**config.mk**
```make
export PLATFORM = sky130hd
export DESIGN_NAME = rpsel_top
export DESIGN_NICKNAME = d
export VERILOG_FILES = /design/src/inc/rpsel_pkg.sv /design/src/verilog/rpsel_top.sv
export VERILOG_INCLUDE_DIRS = /design/src /design/src/inc
export SDC_FILE = /design/constraint.sdc
export NUM_CORES = 1
export LEC_CHECK = 0
export BUFFER_PORTS_ARGS = -buffer_cell sky130_fd_sc_hd__buf_2
export CELL_PAD_IN_SITES_DETAIL_PLACEMENT = 1
export CELL_PAD_IN_SITES_GLOBAL_PLACEMENT = 1
export CORE_ASPECT_RATIO = 0.6
export CORE_MARGIN = 5
export CORE_UTILIZATION = 44
export CTS_BUF_LIST = sky130_fd_sc_hd__clkbuf_8
export DETAILED_ROUTE_END_ITERATION = 16
export PLACE_DENSITY = 0.94
export SYNTH_ARGS = -nofsm -noshare
export SYNTH_HDL_FRONTEND = slang
export SYNTH_SLANG_ARGS = --single-unit
```
**constraint.sdc**
```tcl
create_clock -name mclk_in -period 6.7 [get_ports mclk_in]
set_input_delay 1.005 -clock mclk_in [delete_from_list [all_inputs] [get_ports mclk_in]]
set_output_delay 1.005 -clock mclk_in [all_outputs]
set_load 0.01 [all_outputs]
```
**src/inc/rpsel_defs.svh**
```systemverilog
// constants for the remappable output pin select block
`ifndef RPSEL_DEFS_SVH
`define RPSEL_DEFS_SVH
`define RPSEL_ADDR_OSEL01 4'h0
`define RPSEL_ADDR_OSEL23 4'h4
`define RPSEL_ADDR_OSC_CTRL 4'h8
`define RPSEL_SEL_LO_LSB 0
`define RPSEL_SEL_HI_LSB 8
`define RPSEL_LOCK_BIT 6
`define RPSEL_KEY1 8'h46
`define RPSEL_KEY2 8'h57
`define RPSEL_SEL_RESET 6'h00
`define RPSEL_NULL_SEL 6'h00
`endif

```
**src/inc/rpsel_pkg.sv**
```systemverilog
// types for the remappable output pin select block
package rpsel_pkg;
  typedef enum logic [1:0] {
    RPSEL_KEY_IDLE = 2'b00,
    RPSEL_KEY_GOT1 = 2'b01,
    RPSEL_KEY_OPEN = 2'b10
  } rpsel_key_t;
  typedef struct packed {
    logic [3:0][5:0] sel;
    logic lock;
    logic one_way;
    logic armed;
    rpsel_key_t key;
    logic ack;
    logic [31:0] rdata;
  } rpsel_state_t;
endpackage

```
**src/verilog/rpsel_top.sv**
```systemverilog
// remappable output pin select with wishbone register access
//
// The Wishbone slave port and the placing of the registers were decided locally.
`timescale 1ns/1ps
`include "rpsel_defs.svh"
// What this block does
// - pin 0 driven by peripheral output numbered by register 0 bits 5-0
// - pin 1 driven by peripheral output numbered by register 0 bits 13-8
// - pin 2 driven by peripheral output numbered by register 1 bits 5-0
// - pin 3 driven by peripheral output numbered by register 1 bits 13-8
// - bits 15-14 and 7-6 ignore writes and read zero
// - selector bits are read/write and reset to zero
// - selector zero disconnects the pin from all peripheral outputs
// - lock blocks selector writes; lock changes only after key sequence
// - with one-way option, a set lock stays until reset
module rpsel_top
  import rpsel_pkg::*;
#(
  parameter int NUM_PERIPH = 64
)
(
  input wire logic mclk_in,
  input wire logic reset_in,
  input wire logic wb_cyc_in,
  input wire logic wb_stb_in,
  input wire logic wb_we_in,
  input wire logic [3:0] wb_adr_in,
  input wire logic [3:0] wb_sel_in,
  input wire logic [31:0] wb_dat_in,
  output logic [31:0] wb_dat_out,
  output logic wb_ack_out,
  input wire logic one_way_lock_option_in,
  input wire logic [NUM_PERIPH-1:0] periph_out_in,
  output logic [3:0] remappable_pin_out,
  output logic mapping_lock_out
);

  // the selector is 6 bits wide, so more than 64 sources cannot be reached
  if (NUM_PERIPH < 2 || NUM_PERIPH > 64)
  begin : g_bad_num_periph
    $error("NUM_PERIPH must lie in 2..64");
  end

  rpsel_state_t st_ff;
  rpsel_state_t nxt_st;
  logic req;
  logic wr;
  logic [3:0] pin_map;

  assign req = wb_cyc_in && wb_stb_in && !st_ff.ack;
  assign wr = req && wb_we_in;

  ////////////////////////////////////////////////////////////////////
  // register file and unlock sequencer
  always_comb
  begin
    nxt_st = st_ff;
    nxt_st.ack = req;
    nxt_st.rdata = 32'h0000_0000;
    // option sampled once after reset release; async reset may not load a port
    if (!st_ff.armed)
    begin
      nxt_st.armed = 1'b1;
      nxt_st.one_way = one_way_lock_option_in;
    end
    if (req && !wb_we_in)
    begin
      case (wb_adr_in)
        `RPSEL_ADDR_OSEL01:
        begin
          nxt_st.rdata[`RPSEL_SEL_LO_LSB +: 6] = st_ff.sel[0];
          nxt_st.rdata[`RPSEL_SEL_HI_LSB +: 6] = st_ff.sel[1];
        end
        `RPSEL_ADDR_OSEL23:
        begin
          nxt_st.rdata[`RPSEL_SEL_LO_LSB +: 6] = st_ff.sel[2];
          nxt_st.rdata[`RPSEL_SEL_HI_LSB +: 6] = st_ff.sel[3];
        end
        `RPSEL_ADDR_OSC_CTRL:
        begin
          nxt_st.rdata[`RPSEL_LOCK_BIT] = st_ff.lock;
        end
        default:
        begin
          nxt_st.rdata = 32'h0000_0000;
        end
      endcase
    end
    if (wr)
    begin
      case (wb_adr_in)
        `RPSEL_ADDR_OSEL01, `RPSEL_ADDR_OSEL23:
        begin
          nxt_st.key = RPSEL_KEY_IDLE;
          if (!st_ff.lock)
          begin
            if (wb_sel_in[0])
            begin
              nxt_st.sel[{wb_adr_in[2], 1'b0}] = wb_dat_in[`RPSEL_SEL_LO_LSB +: 6];
            end
            if (wb_sel_in[1])
            begin
              nxt_st.sel[{wb_adr_in[2], 1'b1}] = wb_dat_in[`RPSEL_SEL_HI_LSB +: 6];
            end
          end
        end
        `RPSEL_ADDR_OSC_CTRL:
        begin
          if (wb_sel_in[0])
          begin
            nxt_st.key = RPSEL_KEY_IDLE;
            case (st_ff.key)
              RPSEL_KEY_IDLE:
              begin
                if (wb_dat_in[7:0] == `RPSEL_KEY1)
                begin
                  nxt_st.key = RPSEL_KEY_GOT1;
                end
              end
              RPSEL_KEY_GOT1:
              begin
                if (wb_dat_in[7:0] == `RPSEL_KEY2)
                begin
                  nxt_st.key = RPSEL_KEY_OPEN;
                end
                else if (wb_dat_in[7:0] == `RPSEL_KEY1)
                begin
                  nxt_st.key = RPSEL_KEY_GOT1;
                end
              end
              RPSEL_KEY_OPEN:
              begin
                // the write right after the key decides the lock
                if (!(st_ff.lock && st_ff.one_way))
                begin
                  nxt_st.lock = wb_dat_in[`RPSEL_LOCK_BIT];
                end
              end
              default:
              begin
                nxt_st.key = RPSEL_KEY_IDLE;
              end
            endcase
          end
        end
        default:
        begin
          nxt_st.key = RPSEL_KEY_IDLE;
        end
      endcase
    end
  end

  always_ff @(posedge mclk_in or posedge reset_in)
  begin
    if (reset_in)
    begin
      st_ff.sel <= {4{`RPSEL_SEL_RESET}};
      st_ff.lock <= 1'b0;
      st_ff.one_way <= 1'b0;
      st_ff.armed <= 1'b0;
      st_ff.key <= RPSEL_KEY_IDLE;
      st_ff.ack <= 1'b0;
      st_ff.rdata <= 32'h0000_0000;
    end
    else
    begin
      st_ff <= nxt_st;
    end
  end

  ////////////////////////////////////////////////////////////////////
  // output crossbar; peripheral outputs share this clock so no sync
  genvar gi;
  generate
    for (gi = 0; gi < 4; gi++)
    begin : g_pin
      always_comb
      begin
        pin_map[gi] = 1'b0;
        if (st_ff.sel[gi] != `RPSEL_NULL_SEL && 32'(st_ff.sel[gi]) < NUM_PERIPH)
        begin
          pin_map[gi] = periph_out_in[st_ff.sel[gi]];
        end
      end
    end
  endgenerate

  assign remappable_pin_out = pin_map;
  assign mapping_lock_out = st_ff.lock;
  assign wb_ack_out = st_ff.ack;
  assign wb_dat_out = st_ff.rdata;
endmodule

```
Yosys cells after proc, flatten, opt, wreduce, memory -nomap -nowiden:

Cells that the tools add are included.
Widths: inputs -> output; s select.

* register bits after elaboration: 62
* latch bits: 0
* bits in writable memories: 0
* ROM bits: 0
* input port bits: 110
* logic and storage cells: 78
* memories kept: 0

* add/subtract/negate cells: 0
* multipliers: 0
* divide/modulo/power cells: 0
* magnitude comparators: 8
* equal/unequal tests: 7
* shifts and indexed selects: 0
* multiplexer cells: 32
* bitwise logic cells: 2
* reduce and logical (&&, ||, !) cells: 19

Operator list (count)
* $mux 24: 5
* $bwmux 24: 2
* $lt 6x7->1 const B: 4
* $bmux 1 s6: 4
* $pmux 6 s2: 2
* $reduce_bool 6->1: 4
* $eq 8x7->1 const B: 2
* $mux 14: 1
* $demux 6 s1: 2
* $mux 6: 2
* $mux 1: 10
* $logic_and 1x1->1: 7
* $lt 2x3->1 const B: 2
* $mux 2: 3
* $reduce_and 5->1: 1
* $eq 4x3->1 const B: 1
* $eq 4x4->1 const B: 1
* $ge 2x1->1 const B: 2
* $logic_not 4->1: 1
* $pmux 2 s2: 1
* $reduce_and 3->1: 1
* $eq 2x1->1 const B: 1
* $eq 2x2->1 const B: 1
* $logic_not 1->1: 2
* other kinds (5): 6

Longest topological paths before layout:

Gate-level depths: netlist of run 1.

* depth after elaboration: 11
* depth in mapped cells: 7
* mapped depth without buffers: 5

Worst setup path after synthesis of run 1:

No wires, ideal clock.

* path type: input-to-output
* start point: input periph_out_in[25]
* end point: output remappable_pin_out[1]
* arrival: 2.440 ns
* slack: 3.255 ns
* stages on the path: 5
* buffers on the path: 0
* path through: mux4_1 > mux4_2 > a22o_1 > a211oi_2 > a211oi_1

* word-level cells in the longest chain between the ends: 3

RTL lines
* start, declared: RTL line rpsel_top.sv:33 `input wire logic [NUM_PERIPH-1:0] periph_out_in,`
* $bmux 1 s6: RTL line rpsel_top.sv:183 `pin_map[gi] = periph_out_in[st_ff.sel[gi]];`
* $mux 1 (implied by the code): RTL line rpsel_top.sv:183
* $mux 1: RTL line rpsel_top.sv:181 `` if (st_ff.sel[gi] != `RPSEL_NULL_SEL && 32'(st_ff.sel[gi]) < NUM_PERIPH) ``
* end, declared: RTL line rpsel_top.sv:34 `output logic [3:0] remappable_pin_out,`

No other way between the ends. The select of a mux whose other input is x is not followed.

Worst setup path in the final report of run 1:

* start point: register st_ff[56] in the netlist's numbering
* end point: output remappable_pin_out[3]

* word-level cells in the longest chain between the ends: 3
* elaborated cells on any way between the ends: 4
* classes of those cells: mux (3); reduce/logical (1)

RTL lines
* start, declared: RTL line rpsel_top.sv:44 `rpsel_state_t st_ff;`
* start signal, assigned: RTL line rpsel_top.sv:168 `st_ff <= nxt_st;`
* $bmux 1 s6: RTL line rpsel_top.sv:183
* $mux 1 (implied by the code): RTL line rpsel_top.sv:183
* $mux 1 *: RTL line rpsel_top.sv:181

Mark *: on every way between the ends. The rest lies on a longest branch, timed or not. The select of a mux whose other input is x is not followed.

==> results of run 1 <==
-- critical path, cell delays in order (launching register included) --
cell and delay, ps:
dfrtp_1 1090, mux4_2 620, mux4_2 520, mux2i_1 210, mux2i_1 170, buf_2 170
-- final timing paths --
kind | cells after the start | endpoint | slack (ps)
max | 5 | remappable_pin_out[3] | 2610
min | 1 | wb_ack_out$_DFF_PP0_ | 470
max reg2reg | 4 | st_ff[56]$_DFFE_PP0P_ | 4740
min reg2reg | 1 | wb_ack_out$_DFF_PP0_ | 470
max in group asynchronous | 3 | st_ff[40]$_DFFE_PP0P_ | 5500
min in group asynchronous | 3 | wb_dat_out[10]$_DFF_PP0_ | 830
-- registers in the layout, indices dropped and copies added, names as in the netlist --
register          count
wb_dat_out           13
mapping_lock_out      1
st_ff                28
wb_ack_out            1
-- cell families (layout without fill, tap and decap cells) --
kind of cell / Yosys count / after routing / synth area share
AOI/OAI and AO/OA: 25 / 25 / 0.0425
and+or+nand+nor: 44 / 44 / 0.0574
DFF: 43 / 43 / 0.267
muxes: 120 / 120 / 0.538
other: 2 / 20 / 0.00186
buffers and inverters: 63 / 122 / 0.0931
-- cell type report --
| class | count | area, µm² |
|---|---|---|
| clock buffer | 6 | 82.6 |
| clock inverter | 1 | 5.00 |
| fill | 959 | 4500 |
| inverter | 3 | 11.3 |
| multi-input combinational | 209 | 2660 |
| sequential | 43 | 1080 |
| tap | 116 | 145 |
| timing repair buffer | 112 | 571 |
-- power by group through the flow --
stage	Clock, mW	Sequential, mW	Combinational (mW)
finish	0.169	0.317	0.242
CTS	0.170	0.317	0.239
detailed placement	0	0.322	0.237
floorplan	0	0.284	0.186
global route	0.184	0.321	0.258
global placement	0	0.320	0.221
-- routing by layer --
| metal | vias up | GRT usage |
|---|---|---|
| met1 | 1696 | 0.325 |
| met2 | 200 | 0.409 |
| met5 | - | 0 |
| met3 | 33 | 0.0856 |
| li1 | 1305 | - |
| met4 | 0 | 0.0607 |
-- layout by cell type, fill, tap and decap left out, drive strengths merged, types with 2 or more instances in the layout --
cell type  Yosys  routed
nor2b          2       2
a22oi         12      12
o21ai          4       4
nor4b          3       3
and3           6       6
nand3          2       2
buf           45     112
conb           2      20
a211oi         2       2
a21oi          5       5
dfrtp         43      43
nor2          16      16
mux2          26      26
clkbuf        15       6
mux2i         21      21
nand3b         3       3
nand2          6       6
inv            3       3
mux4          73      73
==> results.md, run 1 <==
* All-Layer GR Usage at 0.250
* Number of DRC violations after detailed-routing iteration 0 at 292
* Static leakage at 1.87 nW
* Total grt overflow at 0
* Final-report max-slew violation count at 0
* Most frequent cell after synthesis: mux4_2
* Via density at 6.60
* Layout cells sized above 1 at 0.575
* Global-route wire length before repair at 21.6 mm
* Area Overhead vs Synth at 12.9%
* Core area at 0.00905 mm²
* Final hold violation count at 0
* Mapped Area at 0.00403 mm²
* Synth unique cells at 32
* Synth warn at 0
* Post-Syn Instances at 297
* Top post-synthesis cells by area: mux4_2 (37%), dfrtp_1 (27%), mux2_2 (7.3%), buf_4 (6.0%), mux2i_1 (5.2%)
* Worst slew pin tran at 1230 ps
* Placer Congestion at 0.850
* Post-CTS resize count at 0
* Max layer used: met4
* Metal-1 WL at 5.28 mm
* Syn_area_per_cell at 13.6 µm²
* Clk buf depth at 2
* Seq cells post-synth at 43
* TritonRoute pass-1 iters at 4
* H-tree depth at 2
* Final core occ at 0.503
* Final period util at 0.611
* Via Count at 3234
* Outcome: finished clean
* Setup Skew at 6.44 ps
* Ys flop type: dfrtp_1
* Net Sw Power at 237 µW
* Max Fanout on Critical Path at 19
* Worst skew pair latency at 290 ps
* PortBufs at 108
* Sequential share of the synthesized area at 0.267
* TritonCTS buffer count at 5
* Comb power frac at 0.333
* CTS Sinks at 43
* Worst hold slack at 472 ps
* Die width at 134 µm
* HP Start: wb_ack_out$_DFF_PP0_
* Worst-path clk slew at 80 ps
* Internal at 491 µW
* Routed wire per std cell at 28.0 µm
* WL met3 at 1.49 mm
* Fmax at 244 MHz
* Setup crit start: st_ff[56]$_DFFE_PP0P_
* Worst slack at placement at 2860 ps
* CTS tree: yes
* CP endpoint kind: primary output
* Final nets at 484
* Tmin final at 4090 ps
* Power Density at 160 mW/mm²
* Clock share of power at 0.232
* R2R Path Start: wb_ack_out$_DFF_PP0_
* Final std cell area, no fill at 0.00455 mm²
* Top Ports at 148
* Req. time, crit path at 5690 ps
* Setup ws final at 2610 ps
* Post-detail-place hpwl at 10.9 mm
* Number of global-route vias before repair at 3567
* Fraction of registers with async set or reset after synthesis at 1.00
* Number of setup buffers added after CTS at 0
* Root buf cell: clkbuf_8
* Crit path DAT at 3090 ps
* Final WL at 13.7 mm
* Post-synth EDFFs at 0
* DIE AREA at 0.0112 mm²
* Worst Setup Start Kind: flop
* Slew HR at 0.177
* ANT nets after route at 0
* Largest net degree at the start of global routing at 44
* Area post-placement at 0.00446 mm²
* Peak supply drop at 0.0000794 V
* RSZ-0062 raised after global routing: false
* Total power at 728 µW
* Ant. Diodes at 0
* Seq pwr share at 0.436
* Initial antenna violation count at 0
* Row Count at 27
* Final Non-Filler Cells at 490
* MaxCap Viol Count at 0
* Synth top cells by count: mux4_2 (67), dfrtp_1 (43), buf_4 (32)
* Post-route DRC at 0
* Yosys top cell area share at 0.374
* Die Ht at 84.1 µm
* TNS Setup at 0 ps
* Crit Path Category: flop to primary output
* DP Cell Count at 483
* WL met2 at 6.65 mm
* Final setup violation count at 0
* Hold crit path type: flop to flop
* Biggest area consumer among synthesized cells: mux4_2
* Sw Share at 0.326
* Initial Utilization at 0.445
* Post-CTS Hold Fix Bufs at 0
Note: power is estimated with default switching activity, not from simulation.
==> run 2, diff against run 1 <==
CORE_UTILIZATION = 41   (was 44)
PLACE_DENSITY = 0.89   (was 0.94)
clock period = 4.1 ns   (was 6.7 ns; I/O delays follow)
==> results.md, run 2 (synthesized netlist as in run 1, its figures left out) <==
* Outcome: finished clean
* DIE AREA at 0.0120 mm²
* Crit Path Category: flop to primary output
* Top reg by flops: st_ff
* Power Density at 271 mW/mm²
* Slew HR at 0.386
* Setup crit start: st_ff[44]$_DFFE_PP0P_
* Worst Setup Start Kind: flop
* Top Ports at 148
* CP max-delay cell: dfrtp_1
* Worst skew pair latency at 300 ps
* Max Fanout on Critical Path at 8
* Static leakage at 1.91 nW
* Final-report max-slew violation count at 0
* Routed wire per std cell at 25.4 µm
* Initial Utilization at 0.414
* PortBufs at 108
* Via density at 6.16
* Initial antenna violation count at 0
* Post-CTS resize count at 0
* Final core occ at 0.477
* Core area at 0.00974 mm²
* Via Count at 3181
* Area Overhead vs Synth at 15.3%
* Total power at 1.26 mW
* Tmin final at 3400 ps
* Die width at 138 µm
* TNS Setup at 0 ps
* Worst path top cell family by delay: multiplexers
* Most common cell after layout, fill and taps aside: buf_2
* Met3 Use GR at 0.0761
* Row Count at 28
* Routing usage on met2 at 0.373
* Crit-path cells: mux4_1 -> mux4_2 -> a22o_1 -> a211oi_2 -> a211oi_1 -> buf_2
* Filler cell count at 1067
* Sequential Area at 0.00108 mm²
* Busiest grt layer: met2
* Post-CTS Hold Fix Bufs at 0
* Max reg flops at 28
* Setup Skew at 3.24 ps
* TritonCTS buffer count at 5
* Number of global-route vias before repair at 3563
* Area post-placement at 0.00453 mm²
* Die Ht at 86.8 µm
* Worst slew pin tran at 920 ps
* Final period util at 0.830
* Peak supply drop at 0.000125 V
* Worst hold slack at 446 ps
* Number of DRC violations after detailed-routing iteration 0 at 226
* Number of setup buffers added after CTS at 0
* Req. time, crit path at 3480 ps
* Final WL at 13.1 mm
* Largest stage delay on the critical path at 640 ps
* Met1 Usage GRT at 0.281
* Final hold violation count at 0
* Worst r2r path cells at 4
* Post-route DRC at 0
* Worst-path clk slew at 80 ps
* H-tree depth at 2
* Ant. Diodes at 0
* Crit path DAT at 2790 ps
* RSZ-0062 raised after global routing: false
* R2R Path Start: wb_ack_out$_DFF_PP0_
* Commonest non-fill, non-tap cells in the layout: buf_2 (108), mux4_2 (67), dfrtp_1 (43)
* Final std cell area, no fill at 0.00465 mm²
* CP Depth at 6
* ANT nets after route at 0
* CTS tree: yes
* All-Layer GR Usage at 0.223
* CP endpoint kind: primary output
* MaxCap Viol Count at 0
* Total grt overflow at 0
* Hold crit path type: input port to async pin
* TritonRoute pass-1 iters at 6
* CTS Sinks at 43
* Placer Congestion at 0.864
* Root buf cell: clkbuf_8
* Layout cells sized above 1 at 0.583
* Post-detail-place hpwl at 10.5 mm
* Final nets at 490
* Largest net degree at the start of global routing at 44
* Clk buf depth at 2
* WP buf/inv at 1
* Area of the multi-input gates at 0.00266 mm²
* Fmax at 294 MHz
* Global-route wire length before repair at 20.5 mm
* Final setup violation count at 0
run 2: per-stage QoR:
stage                     cells  setup slack [ps]
after floorplan             315              1400
after global placement      508              1070
after detailed placement    508              1030
after CTS                   516               688
after global routing        516               601
final                       516               699
run 2: worst reg2reg max path, stage by stage, from the launching register on:
cell     delay, ps
dfrtp_1        400
and4b_1        310
nor2b_1        290
and3_1         410
mux2_2         390
run 2: path summary, 6_finish.rpt:
| kind | to | slack, ps |
|---|---|---|
| worst max-delay path | remappable_pin_out[1] | 700 |
| worst min-delay path | st_ff[47]$_DFFE_PP0P_ | 450 |
| worst max register to register | st_ff[44]$_DFFE_PP0P_ | 2180 |
| worst min register to register | wb_ack_out$_DFF_PP0_ | 470 |
| max in group asynchronous | mapping_lock_out$_DFFE_PP0P_ | 3290 |
| min in group mclk_in | wb_ack_out$_DFF_PP0_ | 470 |
run 2: report_power, final:
| group | internal [mW] | total [mW] | switching [mW] |
|---|---|---|---|
| Sequential | 0.442 | 0.499 | 0.0567 |
| Combinational | 0.233 | 0.416 | 0.183 |
| Clock | 0.197 | 0.347 | 0.150 |
| Total | 0.872 | 1.26 | 0.389 |
run 2: final cells by class:
cell class | instances | area share
flip-flops and latches | 43 | 0.231
repair buffers | 118 | 0.132
inverters | 3 | 0.00242
clock inverters | 2 | 0.00753
well taps | 135 | 0.0363
clock buffers | 6 | 0.0178
multi-input cells | 209 | 0.572
run 2: per-layer routing:
layer  vias to the layer above  wire length, µm
li1                       1322                -
met1                      1635             5120
met2                       196             6400
met3                        28             1340
met4                         0              245
met5                         -                0
